`src/verilog/ccs_pkg.sv`:
```
// constants, field positions and operation codes for the core status registers
package ccs_pkg;

  localparam int DATA_W = 8;
  localparam int ID_BYTES = 4;

  // register addresses in the special-function space
  localparam logic [7:0] ADDR_STACK_TOP = 8'h81;
  localparam logic [7:0] ADDR_STATUS = 8'hd0;
  localparam logic [7:0] ADDR_PRIMARY = 8'he0;
  localparam logic [7:0] ADDR_SECOND = 8'hf0;
  localparam logic [7:0] ADDR_SERIAL0 = 8'hf9;
  localparam logic [7:0] ADDR_SERIAL1 = 8'hfa;
  localparam logic [7:0] ADDR_SERIAL2 = 8'hfb;
  localparam logic [7:0] ADDR_SERIAL3 = 8'hfc;
  localparam logic [7:0] SERIAL_PAGE = 8'h0f;

  // bit space: addresses at or above this reach the register space
  localparam logic [7:0] BIT_SPACE_BASE = 8'h80;

  // reset values
  localparam logic [7:0] STACK_TOP_RESET = 8'h07;
  localparam logic [7:0] STATUS_RESET = 8'h00;
  localparam logic [7:0] PRIMARY_RESET = 8'h00;
  localparam logic [7:0] SECOND_RESET = 8'h00;
  localparam logic [31:0] SERIAL_ID_DEFAULT = 32'h5a3c_96e1; // arbitrary value

  // status word field positions
  localparam int CARRY_BIT = 7;
  localparam int NIBBLE_CARRY_BIT = 6;
  localparam int USER_ZERO_BIT = 5;
  localparam int BANK_HI_BIT = 4;
  localparam int BANK_LO_BIT = 3;
  localparam int WRAP_BIT = 2;
  localparam int USER_ONE_BIT = 1;
  localparam int PARITY_BIT = 0;

  // arithmetic operation codes; all but ALU_NONE update the flags
  typedef enum logic [2:0] {
    ALU_NONE,
    ALU_ADD,
    ALU_ADD_WITH_CARRY_OP,
    ALU_SUBTRACT_WITH_BORROW_OP,
    ALU_MUL,
    ALU_DIV
  } ccs_alu_op_type;

endpackage

```
`src/verilog/ccs_arith_unit.sv`:
```
// arithmetic result and flag calculation for the accumulator pair
`timescale 1ns/1ps
module ccs_arith_unit (
  input wire ccs_pkg::ccs_alu_op_type op, // operation
  input wire logic [7:0] accIn, // primary operand
  input wire logic [7:0] secondIn, // second accumulator
  input wire logic [7:0] operand, // source byte for add and subtract
  input wire logic carryIn, // current carry flag
  output logic [7:0] accOut, // new primary value
  output logic [7:0] secondOut, // new second value
  output logic carryOut, // new carry flag
  output logic nibbleOut, // new nibble carry flag
  output logic wrapOut // new overflow flag
);

  logic cin;
  logic [8:0] wide;
  logic [4:0] low;
  logic [15:0] product;

  always_comb begin
    cin = 1'b0;
    wide = 9'h000;
    low = 5'h00;
    product = 16'h0000;
    accOut = accIn;
    secondOut = secondIn;
    carryOut = 1'b0;
    nibbleOut = 1'b0;
    wrapOut = 1'b0;
    case (op)
      ccs_pkg::ALU_ADD, ccs_pkg::ALU_ADD_WITH_CARRY_OP: begin
        cin = (op == ccs_pkg::ALU_ADD_WITH_CARRY_OP) ? carryIn : 1'b0;
        wide = {1'b0, accIn} + {1'b0, operand} + {8'h00, cin};
        low = {1'b0, accIn[3:0]} + {1'b0, operand[3:0]} + {4'h0, cin};
        accOut = wide[7:0];
        carryOut = wide[8]; // [RULE5]
        nibbleOut = low[4]; // [RULE6]
        wrapOut = (accIn[7] == operand[7]) && (wide[7] != accIn[7]); // [RULE7] [RULE8]
      end
      ccs_pkg::ALU_SUBTRACT_WITH_BORROW_OP: begin
        wide = {1'b0, accIn} - {1'b0, operand} - {8'h00, carryIn};
        low = {1'b0, accIn[3:0]} - {1'b0, operand[3:0]} - {4'h0, carryIn};
        accOut = wide[7:0];
        carryOut = wide[8]; // [RULE5]
        nibbleOut = low[4]; // [RULE6]
        wrapOut = (accIn[7] != operand[7]) && (wide[7] != accIn[7]); // [RULE7] [RULE8]
      end
      ccs_pkg::ALU_MUL: begin
        product = {8'h00, accIn} * {8'h00, secondIn}; // [RULE4]
        accOut = product[7:0];
        secondOut = product[15:8];
        wrapOut = |product[15:8]; // [RULE7] [RULE8]
      end
      ccs_pkg::ALU_DIV: begin
        // on a zero divisor both bytes are left as they were
        if (secondIn == 8'h00) begin
          wrapOut = 1'b1; // [RULE7]
        end else begin
          accOut = accIn / secondIn; // [RULE4]
          secondOut = accIn % secondIn;
          wrapOut = 1'b0; // [RULE8]
        end
      end
      default: begin
        accOut = accIn;
      end
    endcase
  end

endmodule // ccs_arith_unit

```
`src/verilog/ccs_status_regs.sv`:
```
// core status registers: stack top, accumulators, status word and serial id
`timescale 1ns/1ps
// Notes on behaviour
// RULE1 - a push first increments the stack pointer, then the byte goes there
// RULE2 - stack pointer resets to 0x07 and stays software read/write
// RULE3 - primary accumulator: 8-bit, bit-addressable, resets to zero, arithmetic operand
// RULE4 - second accumulator: 8-bit, bit-addressable, resets to zero, used by multiply/divide
// RULE5 - carry bit 7 set on add carry or subtract borrow, else cleared
// RULE6 - nibble carry bit 6 set on carry into or borrow from upper nibble
// RULE7 - overflow bit 2 set on signed overflow, product above 255, divide by zero
// RULE8 - add, add-carry, subtract, multiply and divide clear overflow otherwise
// RULE9 - bank select bits 4:3 pick one of four eight-byte register banks
// RULE10 - read-only parity bit 0 is one when accumulator has odd ones
// RULE11 - status bits 5 and 1 are software-only storage flags
// RULE12 - status word is bit-addressable, on every page, resets to zero
// RULE13 - stack pointer address answers on every page
// RULE14 - four id bytes form 32 bits, highest address most significant
// RULE15 - id bytes reset to the factory value, readable and writable
// RULE16 - one bank active; first two registers of it are index pointers
// RULE17 - parity follows the accumulator, correct the cycle after any write
module ccs_status_regs #(
  parameter logic [31:0] SERIAL_ID = ccs_pkg::SERIAL_ID_DEFAULT // factory id, arbitrary default
) (
  input wire logic clk, // system clock
  input wire logic srst, // synchronous reset, active high
  input wire logic ce, // clock enable, freezes all state when low
  input wire logic [7:0] sfrAddr, // direct register address
  input wire logic [7:0] sfrPage, // current register page
  input wire logic sfrWrEn, // byte write strobe
  input wire logic [7:0] sfrWrData, // byte write data
  input wire logic sfrRdEn, // byte read strobe
  output logic [7:0] sfrRdData, // byte read data, one cycle after strobe
  output logic sfrRdHit, // read address was one of ours
  input wire logic [7:0] bitAddr, // direct bit address
  input wire logic bitWrEn, // bit write strobe
  input wire logic bitWrVal, // bit write value
  input wire logic bitRdEn, // bit read strobe
  output logic bitRdData, // bit read value, one cycle after strobe
  input wire logic pushReq, // stack push
  input wire logic popReq, // stack pop
  output logic [7:0] stackAddr, // location for the pushed or popped byte
  input wire ccs_pkg::ccs_alu_op_type aluOp, // arithmetic operation this cycle
  input wire logic [7:0] aluOperand, // source byte for add and subtract
  input wire logic [2:0] regIndex, // general register number
  output logic [7:0] gprAddr, // data address of that register
  input wire logic ptrSel, // which index pointer an indirect access uses
  output logic [7:0] ptrAddr, // data address of that index pointer
  output logic [7:0] primaryOut, // primary accumulator
  output logic [7:0] secondOut, // second accumulator
  output logic [7:0] statusOut, // status word
  output logic [7:0] stackTopOut, // stack pointer
  output logic [31:0] serialIdOut // id, most significant byte from highest address
);

  typedef struct packed {
    logic [7:0] primary;
    logic [7:0] second;
    logic [7:0] status;
    logic [7:0] stackTop;
    logic [ccs_pkg::ID_BYTES-1:0][7:0] serialId;
    logic [7:0] rdData;
    logic rdHit;
    logic bitRd;
    logic [7:0] stackAddr;
    logic [7:0] gprAddr;
    logic [7:0] ptrAddr;
  } ccs_state_type;

  ccs_state_type state_reg;
  ccs_state_type state_next;
  ccs_state_type resetState;

  logic [7:0] aluAcc;
  logic [7:0] aluSecond;
  logic aluCarry;
  logic aluNibble;
  logic aluWrap;
  logic aluActive;

  ccs_arith_unit u_arith (
    .op(aluOp),
    .accIn(state_reg.primary),
    .secondIn(state_reg.second),
    .operand(aluOperand),
    .carryIn(state_reg.status[ccs_pkg::CARRY_BIT]),
    .accOut(aluAcc),
    .secondOut(aluSecond),
    .carryOut(aluCarry),
    .nibbleOut(aluNibble),
    .wrapOut(aluWrap)
  );

  assign aluActive = (aluOp != ccs_pkg::ALU_NONE);

  // byte at an address; the id bytes live on one page, the rest on all pages
  function automatic logic [8:0] readByte(input ccs_state_type s, input logic [7:0] addr,
                                          input logic [7:0] page);
    logic onIdPage;
    onIdPage = (page == ccs_pkg::SERIAL_PAGE);
    case (addr)
      ccs_pkg::ADDR_STACK_TOP: readByte = {1'b1, s.stackTop}; // [RULE13]
      ccs_pkg::ADDR_STATUS: readByte = {1'b1, s.status}; // [RULE12]
      ccs_pkg::ADDR_PRIMARY: readByte = {1'b1, s.primary};
      ccs_pkg::ADDR_SECOND: readByte = {1'b1, s.second};
      ccs_pkg::ADDR_SERIAL0: readByte = {onIdPage, onIdPage ? s.serialId[0] : 8'h00};
      ccs_pkg::ADDR_SERIAL1: readByte = {onIdPage, onIdPage ? s.serialId[1] : 8'h00};
      ccs_pkg::ADDR_SERIAL2: readByte = {onIdPage, onIdPage ? s.serialId[2] : 8'h00};
      ccs_pkg::ADDR_SERIAL3: readByte = {onIdPage, onIdPage ? s.serialId[3] : 8'h00};
      default: readByte = 9'h000;
    endcase
  endfunction

  always_comb begin
    resetState = '0;
    resetState.primary = ccs_pkg::PRIMARY_RESET; // [RULE3]
    resetState.second = ccs_pkg::SECOND_RESET; // [RULE4]
    resetState.status = ccs_pkg::STATUS_RESET; // [RULE12]
    resetState.stackTop = ccs_pkg::STACK_TOP_RESET; // [RULE2]
    resetState.serialId = SERIAL_ID; // [RULE15]
  end

  always_comb begin
    logic [7:0] byteBase;
    logic [2:0] bitPos;
    logic [8:0] rdWord;
    logic isRegBit;
    byteBase = {bitAddr[7:3], 3'b000};
    bitPos = bitAddr[2:0];
    rdWord = 9'h000;
    isRegBit = (bitAddr >= ccs_pkg::BIT_SPACE_BASE);
    state_next = state_reg;

    // arithmetic results
    if (aluActive) begin
      state_next.primary = aluAcc; // [RULE3]
      state_next.second = aluSecond; // [RULE4]
    end

    // stack pointer moves before the push byte is placed
    if (pushReq) begin
      state_next.stackTop = state_reg.stackTop + 8'h01; // [RULE1]
      state_next.stackAddr = state_reg.stackTop + 8'h01; // [RULE1]
    end else if (popReq) begin
      state_next.stackTop = state_reg.stackTop - 8'h01;
      state_next.stackAddr = state_reg.stackTop;
    end

    // bit writes reach only the bit-addressable registers
    if (bitWrEn && isRegBit) begin
      case (byteBase)
        ccs_pkg::ADDR_PRIMARY: state_next.primary[bitPos] = bitWrVal; // [RULE3]
        ccs_pkg::ADDR_SECOND: state_next.second[bitPos] = bitWrVal; // [RULE4]
        ccs_pkg::ADDR_STATUS: state_next.status[bitPos] = bitWrVal; // [RULE11] [RULE12]
        default: state_next.gprAddr = state_next.gprAddr;
      endcase
    end

    // byte writes win over bit writes, pushes and arithmetic data
    if (sfrWrEn) begin
      case (sfrAddr)
        ccs_pkg::ADDR_STACK_TOP: state_next.stackTop = sfrWrData; // [RULE2] [RULE13]
        ccs_pkg::ADDR_STATUS: state_next.status = sfrWrData; // [RULE11] [RULE12]
        ccs_pkg::ADDR_PRIMARY: state_next.primary = sfrWrData; // [RULE3]
        ccs_pkg::ADDR_SECOND: state_next.second = sfrWrData; // [RULE4]
        ccs_pkg::ADDR_SERIAL0: begin
          if (sfrPage == ccs_pkg::SERIAL_PAGE) state_next.serialId[0] = sfrWrData; // [RULE15]
        end
        ccs_pkg::ADDR_SERIAL1: begin
          if (sfrPage == ccs_pkg::SERIAL_PAGE) state_next.serialId[1] = sfrWrData; // [RULE15]
        end
        ccs_pkg::ADDR_SERIAL2: begin
          if (sfrPage == ccs_pkg::SERIAL_PAGE) state_next.serialId[2] = sfrWrData; // [RULE15]
        end
        ccs_pkg::ADDR_SERIAL3: begin
          if (sfrPage == ccs_pkg::SERIAL_PAGE) state_next.serialId[3] = sfrWrData; // [RULE15]
        end
        default: state_next.rdHit = state_next.rdHit;
      endcase
    end

    // hardware flag results win over a software write in the same cycle
    if (aluActive) begin
      state_next.status[ccs_pkg::CARRY_BIT] = aluCarry; // [RULE5]
      state_next.status[ccs_pkg::NIBBLE_CARRY_BIT] = aluNibble; // [RULE6]
      state_next.status[ccs_pkg::WRAP_BIT] = aluWrap; // [RULE7] [RULE8]
    end

    // parity is read-only and always follows the next accumulator value
    state_next.status[ccs_pkg::PARITY_BIT] = ^state_next.primary; // [RULE10] [RULE17]

    // reads see the values before this cycle's writes
    if (sfrRdEn) begin
      rdWord = readByte(state_reg, sfrAddr, sfrPage);
      state_next.rdData = rdWord[7:0];
      state_next.rdHit = rdWord[8];
    end
    if (bitRdEn) begin
      rdWord = readByte(state_reg, byteBase, sfrPage);
      state_next.bitRd = isRegBit && rdWord[8] && rdWord[bitPos];
    end

    // register number and index pointers map through the active bank
    state_next.gprAddr = {3'b000, state_next.status[ccs_pkg::BANK_HI_BIT:ccs_pkg::BANK_LO_BIT],
                          regIndex}; // [RULE9] [RULE16]
    state_next.ptrAddr = {3'b000, state_next.status[ccs_pkg::BANK_HI_BIT:ccs_pkg::BANK_LO_BIT],
                          2'b00, ptrSel}; // [RULE16]
  end

  always_ff @(posedge clk) begin
    if (srst) begin
      state_reg <= resetState;
    end else if (ce) begin
      state_reg <= state_next;
    end
  end

  assign sfrRdData = state_reg.rdData;
  assign sfrRdHit = state_reg.rdHit;
  assign bitRdData = state_reg.bitRd;
  assign stackAddr = state_reg.stackAddr;
  assign gprAddr = state_reg.gprAddr;
  assign ptrAddr = state_reg.ptrAddr;
  assign primaryOut = state_reg.primary;
  assign secondOut = state_reg.second;
  assign statusOut = state_reg.status;
  assign stackTopOut = state_reg.stackTop;
  assign serialIdOut = state_reg.serialId; // [RULE14]

endmodule // ccs_status_regs
```
`config.mk`:
```
export PLATFORM = sky130hd
export DESIGN_NAME = ccs_status_regs
export DESIGN_NICKNAME = d
export VERILOG_FILES = /design/src/verilog/ccs_pkg.sv /design/src/verilog/ccs_arith_unit.sv /design/src/verilog/ccs_status_regs.sv
export SDC_FILE = /design/constraint.sdc
export NUM_CORES = 1
export LEC_CHECK = 0
export BUFFER_PORTS_ARGS = -buffer_cell sky130_fd_sc_hd__buf_4
export CORE_MARGIN = 5
export CORE_UTILIZATION = 45
export CTS_CLUSTER_SIZE = 40
export DETAILED_ROUTE_END_ITERATION = 16
export PLACE_DENSITY = 0.68
export SLEW_MARGIN = 20
export SYNTH_ARGS = -nofsm -noshare
export SYNTH_HDL_FRONTEND = slang
export SYNTH_SLANG_ARGS = --single-unit
```
`constraint.sdc`:
```
create_clock -name clk -period 13.2 [get_ports clk]
set_clock_uncertainty 0.05 [all_clocks]
set_input_delay 2.64 -clock clk [delete_from_list [all_inputs] [get_ports clk]]
set_output_delay 2.64 -clock clk [all_outputs]
set_load 0.005 [all_outputs]
```
==> flow_summary.yaml, run 1 <==
setup_path:
  path_common_cell: "ha_1"
  end_kind: "flop"
  crit_required_ps: 13400
  crit_fanout: 15
  setup.worst_path.start_class: "flop"
  critical_path_class: "flop to flop"
  slowest_stage: "a2111oi_0"
  crit_path_max_incr_delay_ps: 610
  crit_arrival_ps: 12540
synth:
  seq_area_frac_synth_pct: 16.77
  syn_avg_cell_area_um2: 7.873
  ys_warn_count: 0
  synth-seq-cells: 86
  async_flop_share_pct: 0
  syn_area_um2: 10270
  syn_inst: 1304
  synth_ff_type: "dfxtp_1"
  synth_cell_type_count: 98
  synth_edf_count: 0
global_routing:
  grt_pass1_vias: 9792
  overflow: 0
  grt_use_total_pct: 26.67
  grt_pass1_wl_um: 55190
  antenna_found_initial: 0
  grt_max_degree: 88
routing:
  drt_iter0_drc: 1189
  drtPass1Iterations: 7
  wl_met3_um: 3449
  antenna_left: 0
  viasPerCell: 6.170
  num_vias: 10335
  drt-wirelength-per-cell_um: 21.53
  dr_wl_met2_um: 15750
  wirelength_um: 36060
  drc: 0
  dr.max_layer_used: "met4"
  wl_met1_um: 15010
sta:
  timing.fmax_mhz: 81.01
  hold_violations: 0
  finalCritPeriodShare_pct: 93.51
  min_period_ps: 12340
  tightest_slew_ps: 1205
  setup-violations-final: 0
  slew_headroom_pct: 19.35
  rsz0062_at_grt: "no"
  drv_slew: 0
  fin_setup_tns_ps: 0
clock_tree:
  root_buffer: "clkbuf_16"
  cts_tree: "built"
  clkSlewWorstSetupHoldPaths_ps: 70
  cts_resized: 0
  clock-sinks: 86
  numCtsBuffers: 9
  cts_hold_buffers: 0
  worstSkewPairLatency_ps: 350
  cts_buffer_depth: 2
  postCtsSetupBuffers: 0
  htree_levels: 3
die:
  io_pins: 155
  die_h_um: 161.0
  core-area_um2: 22570
  initial_core_util_pct: 45.48
  rows: 55
  fp.dieW_um: 161.0
  die_area_um2: 25930
status:
  status: "finished, final reports clean"
placement:
  dpl.hpwl_um: 27640
  port_buffers: 146
  gp_congestion: 0.9624
layout:
  drive_above_1_share_pct: 16.04
  syn_to_final_growth_pct: 12.97
  antennaDiodeCount: 0
  nets: 1583
  fillers: 2196
min_path:
  worstHoldPathType: "flop to flop"
run:
  cap_violations: 0
[flip-flops by register name, summed over array words and instances, names as in the netlist]
signal and flops:
secondOut 8, gprAddr 3, statusOut 8, primaryOut 8
stackAddr 8, stackTopOut 8, sfrRdHit 1, ptrAddr 1
serialIdOut 32, sfrRdData 8, bitRdData 1
[routing by layer]
metal	GRT usage, %	up-vias
li1	-	4810
met1	36.06	4856
met2	41.75	552
met3	5.205	117
met4	11.24	0
met5	0	-
[Yosys cell counts, drive strengths merged, types with 12 or more instances]
| cell | instances | area [um^2] |
|---|---|---|
| clkbuf | 67 | 302.8 |
| a21oi | 69 | 352.8 |
| nor2b | 13 | 81.33 |
| o21ai | 63 | 315.3 |
| fa | 41 | 820.8 |
| xor2 | 16 | 140.1 |
| nand2b | 12 | 75.07 |
| ha | 100 | 1251 |
| xnor2 | 35 | 306.5 |
| nor3 | 33 | 165.2 |
| a22oi | 20 | 155.1 |
| nand3b | 14 | 105.1 |
| a222oi | 12 | 120.1 |
| inv | 87 | 326.6 |
| mux2 | 20 | 244.0 |
| nand2 | 141 | 529.3 |
| a211oi | 21 | 175.2 |
| buf | 25 | 166.4 |
| dfxtp | 86 | 1722 |
| mux2i | 46 | 460.4 |
| a221o | 15 | 150.1 |
| a211o | 12 | 106.4 |
| and3 | 17 | 107.6 |
| o21a | 15 | 112.6 |
| nor2 | 142 | 535.5 |
| nand3 | 32 | 160.2 |
[cells by family (layout without fill, tap and decap cells)]
logic type | after synthesis | in the layout | share of synthesized area [%]
adders and majority gates | 141 | 141 | 20.18
DFF | 86 | 86 | 16.77
muxes | 66 | 66 | 6.862
other | 1 | 8 | 0.03653
xor gates and xnor gates | 52 | 52 | 4.570
and+or+nand+nor | 454 | 454 | 21.02
AOI/OAI and AO/OA | 322 | 322 | 22.34
buffers and inverters | 182 | 261 | 8.214
[cell type report]
type	instances	area, um^2	share of cell area [%]
timing repair buffer	157	1179	10.16
sequential	86	1722	14.85
clock inverter	7	57.56	0.4963
multi-input combinational	1043	7727	66.63
inverter	88	330.3	2.848
clock buffer	9	225.2	1.942
tap	285	356.6	3.075
[cell usage in the layout, fill, tap and decap left out, types with 13 or more instances in the layout]
cell type / n
buf_4: 157
nor2_1: 141
nand2_1: 141
ha_1: 100
inv_1: 87
dfxtp_1: 86
a21oi_1: 67
o21ai_0: 62
mux2i_1: 46
fa_1: 41
xnor2_1: 35
nor3_1: 33
nand3_1: 32
a211oi_1: 19
a22oi_1: 19
and3_1: 16
xor2_1: 16
o21a_1: 15
mux2_2: 15
a221o_1: 15
nand3b_1: 14
nor2b_1: 13
[stage by stage]
stage | instance area (um^2) | instances | setup slack [ps] | hold WS (ps) | utilization [%]
finish | 11600 | 1675 | 856.2 | 421.2 | 51.38
global route | 11600 | 1675 | 14.04 | 453.0 | 51.38
CTS | 11600 | 1675 | 1084 | 421.6 | 51.38
detailed placement | 11310 | 1659 | 1113 | 407.2 | 50.13
floorplan | 10290 | 1311 | 2421 | 402.7 | -
global placement | 11310 | 1659 | 1565 | 397.5 | 50.13
[worst paths after layout]
path	startpoint	endpoint	slack (ps)	cells past startpoint
hold reg to reg	bitRdData$_SDFFE_PP0P_	bitRdData$_SDFFE_PP0P_	420	2
hold / removal	bitRdData$_SDFFE_PP0P_	bitRdData$_SDFFE_PP0P_	420	2
setup / recovery	secondOut[6]$_SDFFE_PP0P_	statusOut[0]$_SDFFE_PP0P_	860	45
setup reg to reg	secondOut[6]$_SDFFE_PP0P_	statusOut[0]$_SDFFE_PP0P_	860	45
[worst max-delay path: cells and delay by family (launching register included)]
family                     cells  cell delay, ps
and+or+nand+nor                7            1900
AOI/OAI and AO/OA             22            5130
muxes                          5            1850
buffers and inverters          1              80
xor gates and xnor gates       3             440
adders and majority gates      7            2220
DFF                            1             540
Power of run 1 is not shown: default switching activity piles up to over one toggle a cycle in this logic, so the estimate is an artifact.
==> inputs of run 2 (changes only) <==
- SYNTH_HIERARCHICAL: unset -> 1
==> run 2 against run 1 <==
Effect of this change:
- cell count grew 5.7%
- highest routed layer is now met5
- flip-flop and latch count did not move
- design area increased by 4.2%
- critical endpoint unchanged
- largest cell class unchanged
==> flow_summary.yaml, run 2 <==
layout:
  nets: 1652
  seq_area_um2: 1723
  drive_above_1_share_pct: 15.50
  layout_common_cells: "nor2_1 (180), buf_4 (170), nand2_1 (105)"
  final_common_cell: "nor2_1"
  final_cells: 1771
  fillers: 2199
  syn_to_final_growth_pct: 15.21
  multi_input_area_um2: 8011
  largest_reg_flops: 32
  antennaDiodeCount: 0
clock_tree:
  root_buffer: "clkbuf_16"
  cts_buffer_depth: 2
  clkSlewWorstSetupHoldPaths_ps: 60
  numCtsBuffers: 9
  worstSkewPairLatency_ps: 340
  cts_resized: 0
  cts_tree: "built"
  cts_hold_buffers: 0
  clock-sinks: 86
  postCtsSetupBuffers: 0
  htree_levels: 3
sta:
  hold_violations: 0
  timing.fmax_mhz: 80.27
  drv_slew: 0
  setup-violations-final: 0
  finalCritPeriodShare_pct: 94.37
  slew_headroom_pct: 27.05
  fin_setup_tns_ps: 0
  tightest_slew_ps: 1090
  rsz0062_at_grt: "no"
  min_period_ps: 12460
  setup_ws_ps: 742.7
synth:
  ys_warn_count: 6
  synth_cell_type_count: 76
  synth_edf_count: 0
  syn_avg_cell_area_um2: 7.712
  syn_inst: 1360
  synth_top_area_share_pct: 16.41
  yosysMostFrequentCell: "nor2_1"
  yosys.area.top_type: "dfxtp_1"
  synth-seq-cells: 86
  async_flop_share_pct: 0
  seq_area_frac_synth_pct: 16.41
  synth_ff_type: "dfxtp_1"
  yosys-top-cells-count: "nor2_1 (180), nand2_1 (105), ha_1 (100)"
  yosys-top-cells-area: "dfxtp_1 (16%), ha_1 (12%), fa_1 (7.8%)"
  syn_area_um2: 10490
setup_path:
  slowest_stage: "a2111oi_4"
  end_kind: "flop"
  reg2regPathDepth: 51
  r2r_end: "statusOut[0]$_SDFFE_PP0P_"
  reg2reg_slack_ps: 740
  crit_path_max_incr_delay_ps: 480
  crit_fanout: 13
  timing.rr.start: "secondOut[7]$_SDFFE_PP0P_"
  crit_arrival_ps: 12660
  critical_path_class: "flop to flop"
  setup.worst_path.start_class: "flop"
  crit_required_ps: 13410
  path_common_cell: "a21oi_1"
die:
  rows: 55
  initial_core_util_pct: 46.05
  die_h_um: 162.7
  die_area_um2: 26460
  io_pins: 155
  core-area_um2: 22780
  fp.dieW_um: 162.7
routing:
  drt-wirelength-per-cell_um: 19.83
  num_vias: 10529
  drtPass1Iterations: 6
  viasPerCell: 5.945
  antenna_left: 0
  wirelength_um: 35120
  drc: 0
  drt_iter0_drc: 958
placement:
  gp_congestion: 0.9444
  dp_cells: 1756
  port_buffers: 146
  place_ws_ps: 522.6
  dpl.hpwl_um: 26680
status:
  status: "finished, final reports clean"
run:
  cap_violations: 0
min_path:
  worstHoldPathType: "flop to flop"
  holdPathEnd: "sfrRdData[2]$_SDFFE_PP0P_"
  hp-start: "sfrRdData[2]$_SDFFE_PP0P_"
  hold_depth: 2
global_routing:
  grt_max_degree: 87
  grt_use_total_pct: 25.46
  antenna_found_initial: 1
  overflow: 0
  grt_pass1_wl_um: 53990
  grt_pass1_vias: 9906
==> run 2: changes by cell type after synthesis, moves of 11 or more <==
cell     before  now
mux2i_1      46   64
and3_1       16    5
inv_1        87   99
a221o_1      15    1
nand2_1     141  105
nor2_1      141  180
nor2b_1      13   30
==> run 2: cell families after synthesis <==
family	share of synthesized area [%]
muxes	9.221
adders and majority gates	19.75
other	0.03575
and+or+nand+nor	20.08
AOI/OAI and AO/OA	22.06
DFF	16.41
xor gates and xnor gates	4.724
buffers and inverters	7.718
==> run 2: area by class of cell <==
type | instances | share of cell area [%]
clock buffers | 9 | 1.864
clock inverters | 6 | 0.5798
inverters | 103 | 3.199
multi-input cells | 1084 | 66.30
flip-flops and latches | 86 | 14.26
well taps | 313 | 3.241
repair buffers | 170 | 10.56
==> run 2: worst max-delay path by stage <==
stage,start,endpoint,slack [ps],cells past startpoint
after floorplan,secondOut[6]$_SDFFE_PP0P_,statusOut[0]$_SDFFE_PP0P_,630,49
after detailed placement,secondOut[3]$_SDFFE_PP0P_,statusOut[0]$_SDFFE_PP0P_,520,50
after global placement,secondOut[7]$_SDFFE_PP0P_,statusOut[0]$_SDFFE_PP0P_,870,49
final,secondOut[7]$_SDFFE_PP0P_,statusOut[0]$_SDFFE_PP0P_,740,51
after CTS,secondOut[3]$_SDFFE_PP0P_,statusOut[0]$_SDFFE_PP0P_,480,48
after global routing,secondOut[7]$_SDFFE_PP0P_,statusOut[0]$_SDFFE_PP0P_,30,53
==> run 2: per-stage QoR <==
stage          area, um^2  hold WS, ps  util, %
6_report            12080        446.6    53.05
5_1_grt             12080        472.4    53.05
4_1_cts             12060        453.0    52.93
3_5_place_dp        11760        434.8    51.63
3_3_place_gp        11760        419.9    51.63
2_1_floorplan       10520        429.5        -
==> run 2: metal layers <==
metal	wire, um	GRT usage, %	up-vias
met5	13	0	-
met4	1274	9.340	2
met3	2930	5.037	90
met2	15750	40.75	489
met1	15140	34.15	4942
li1	-	-	5006
==> run 2: critical path, delay by kind of cell, from the launching register on <==
| kind | cells | cell delay (ps) |
|---|---|---|
| simple gates | 9 | 1850 |
| mux | 5 | 1600 |
| xor+xnor | 2 | 520 |
| fa+ha+maj | 7 | 2140 |
| compound gates | 26 | 5480 |
| buf+inv | 2 | 410 |
| flops | 1 | 310 |
Power of run 2 is left out for the same reason.
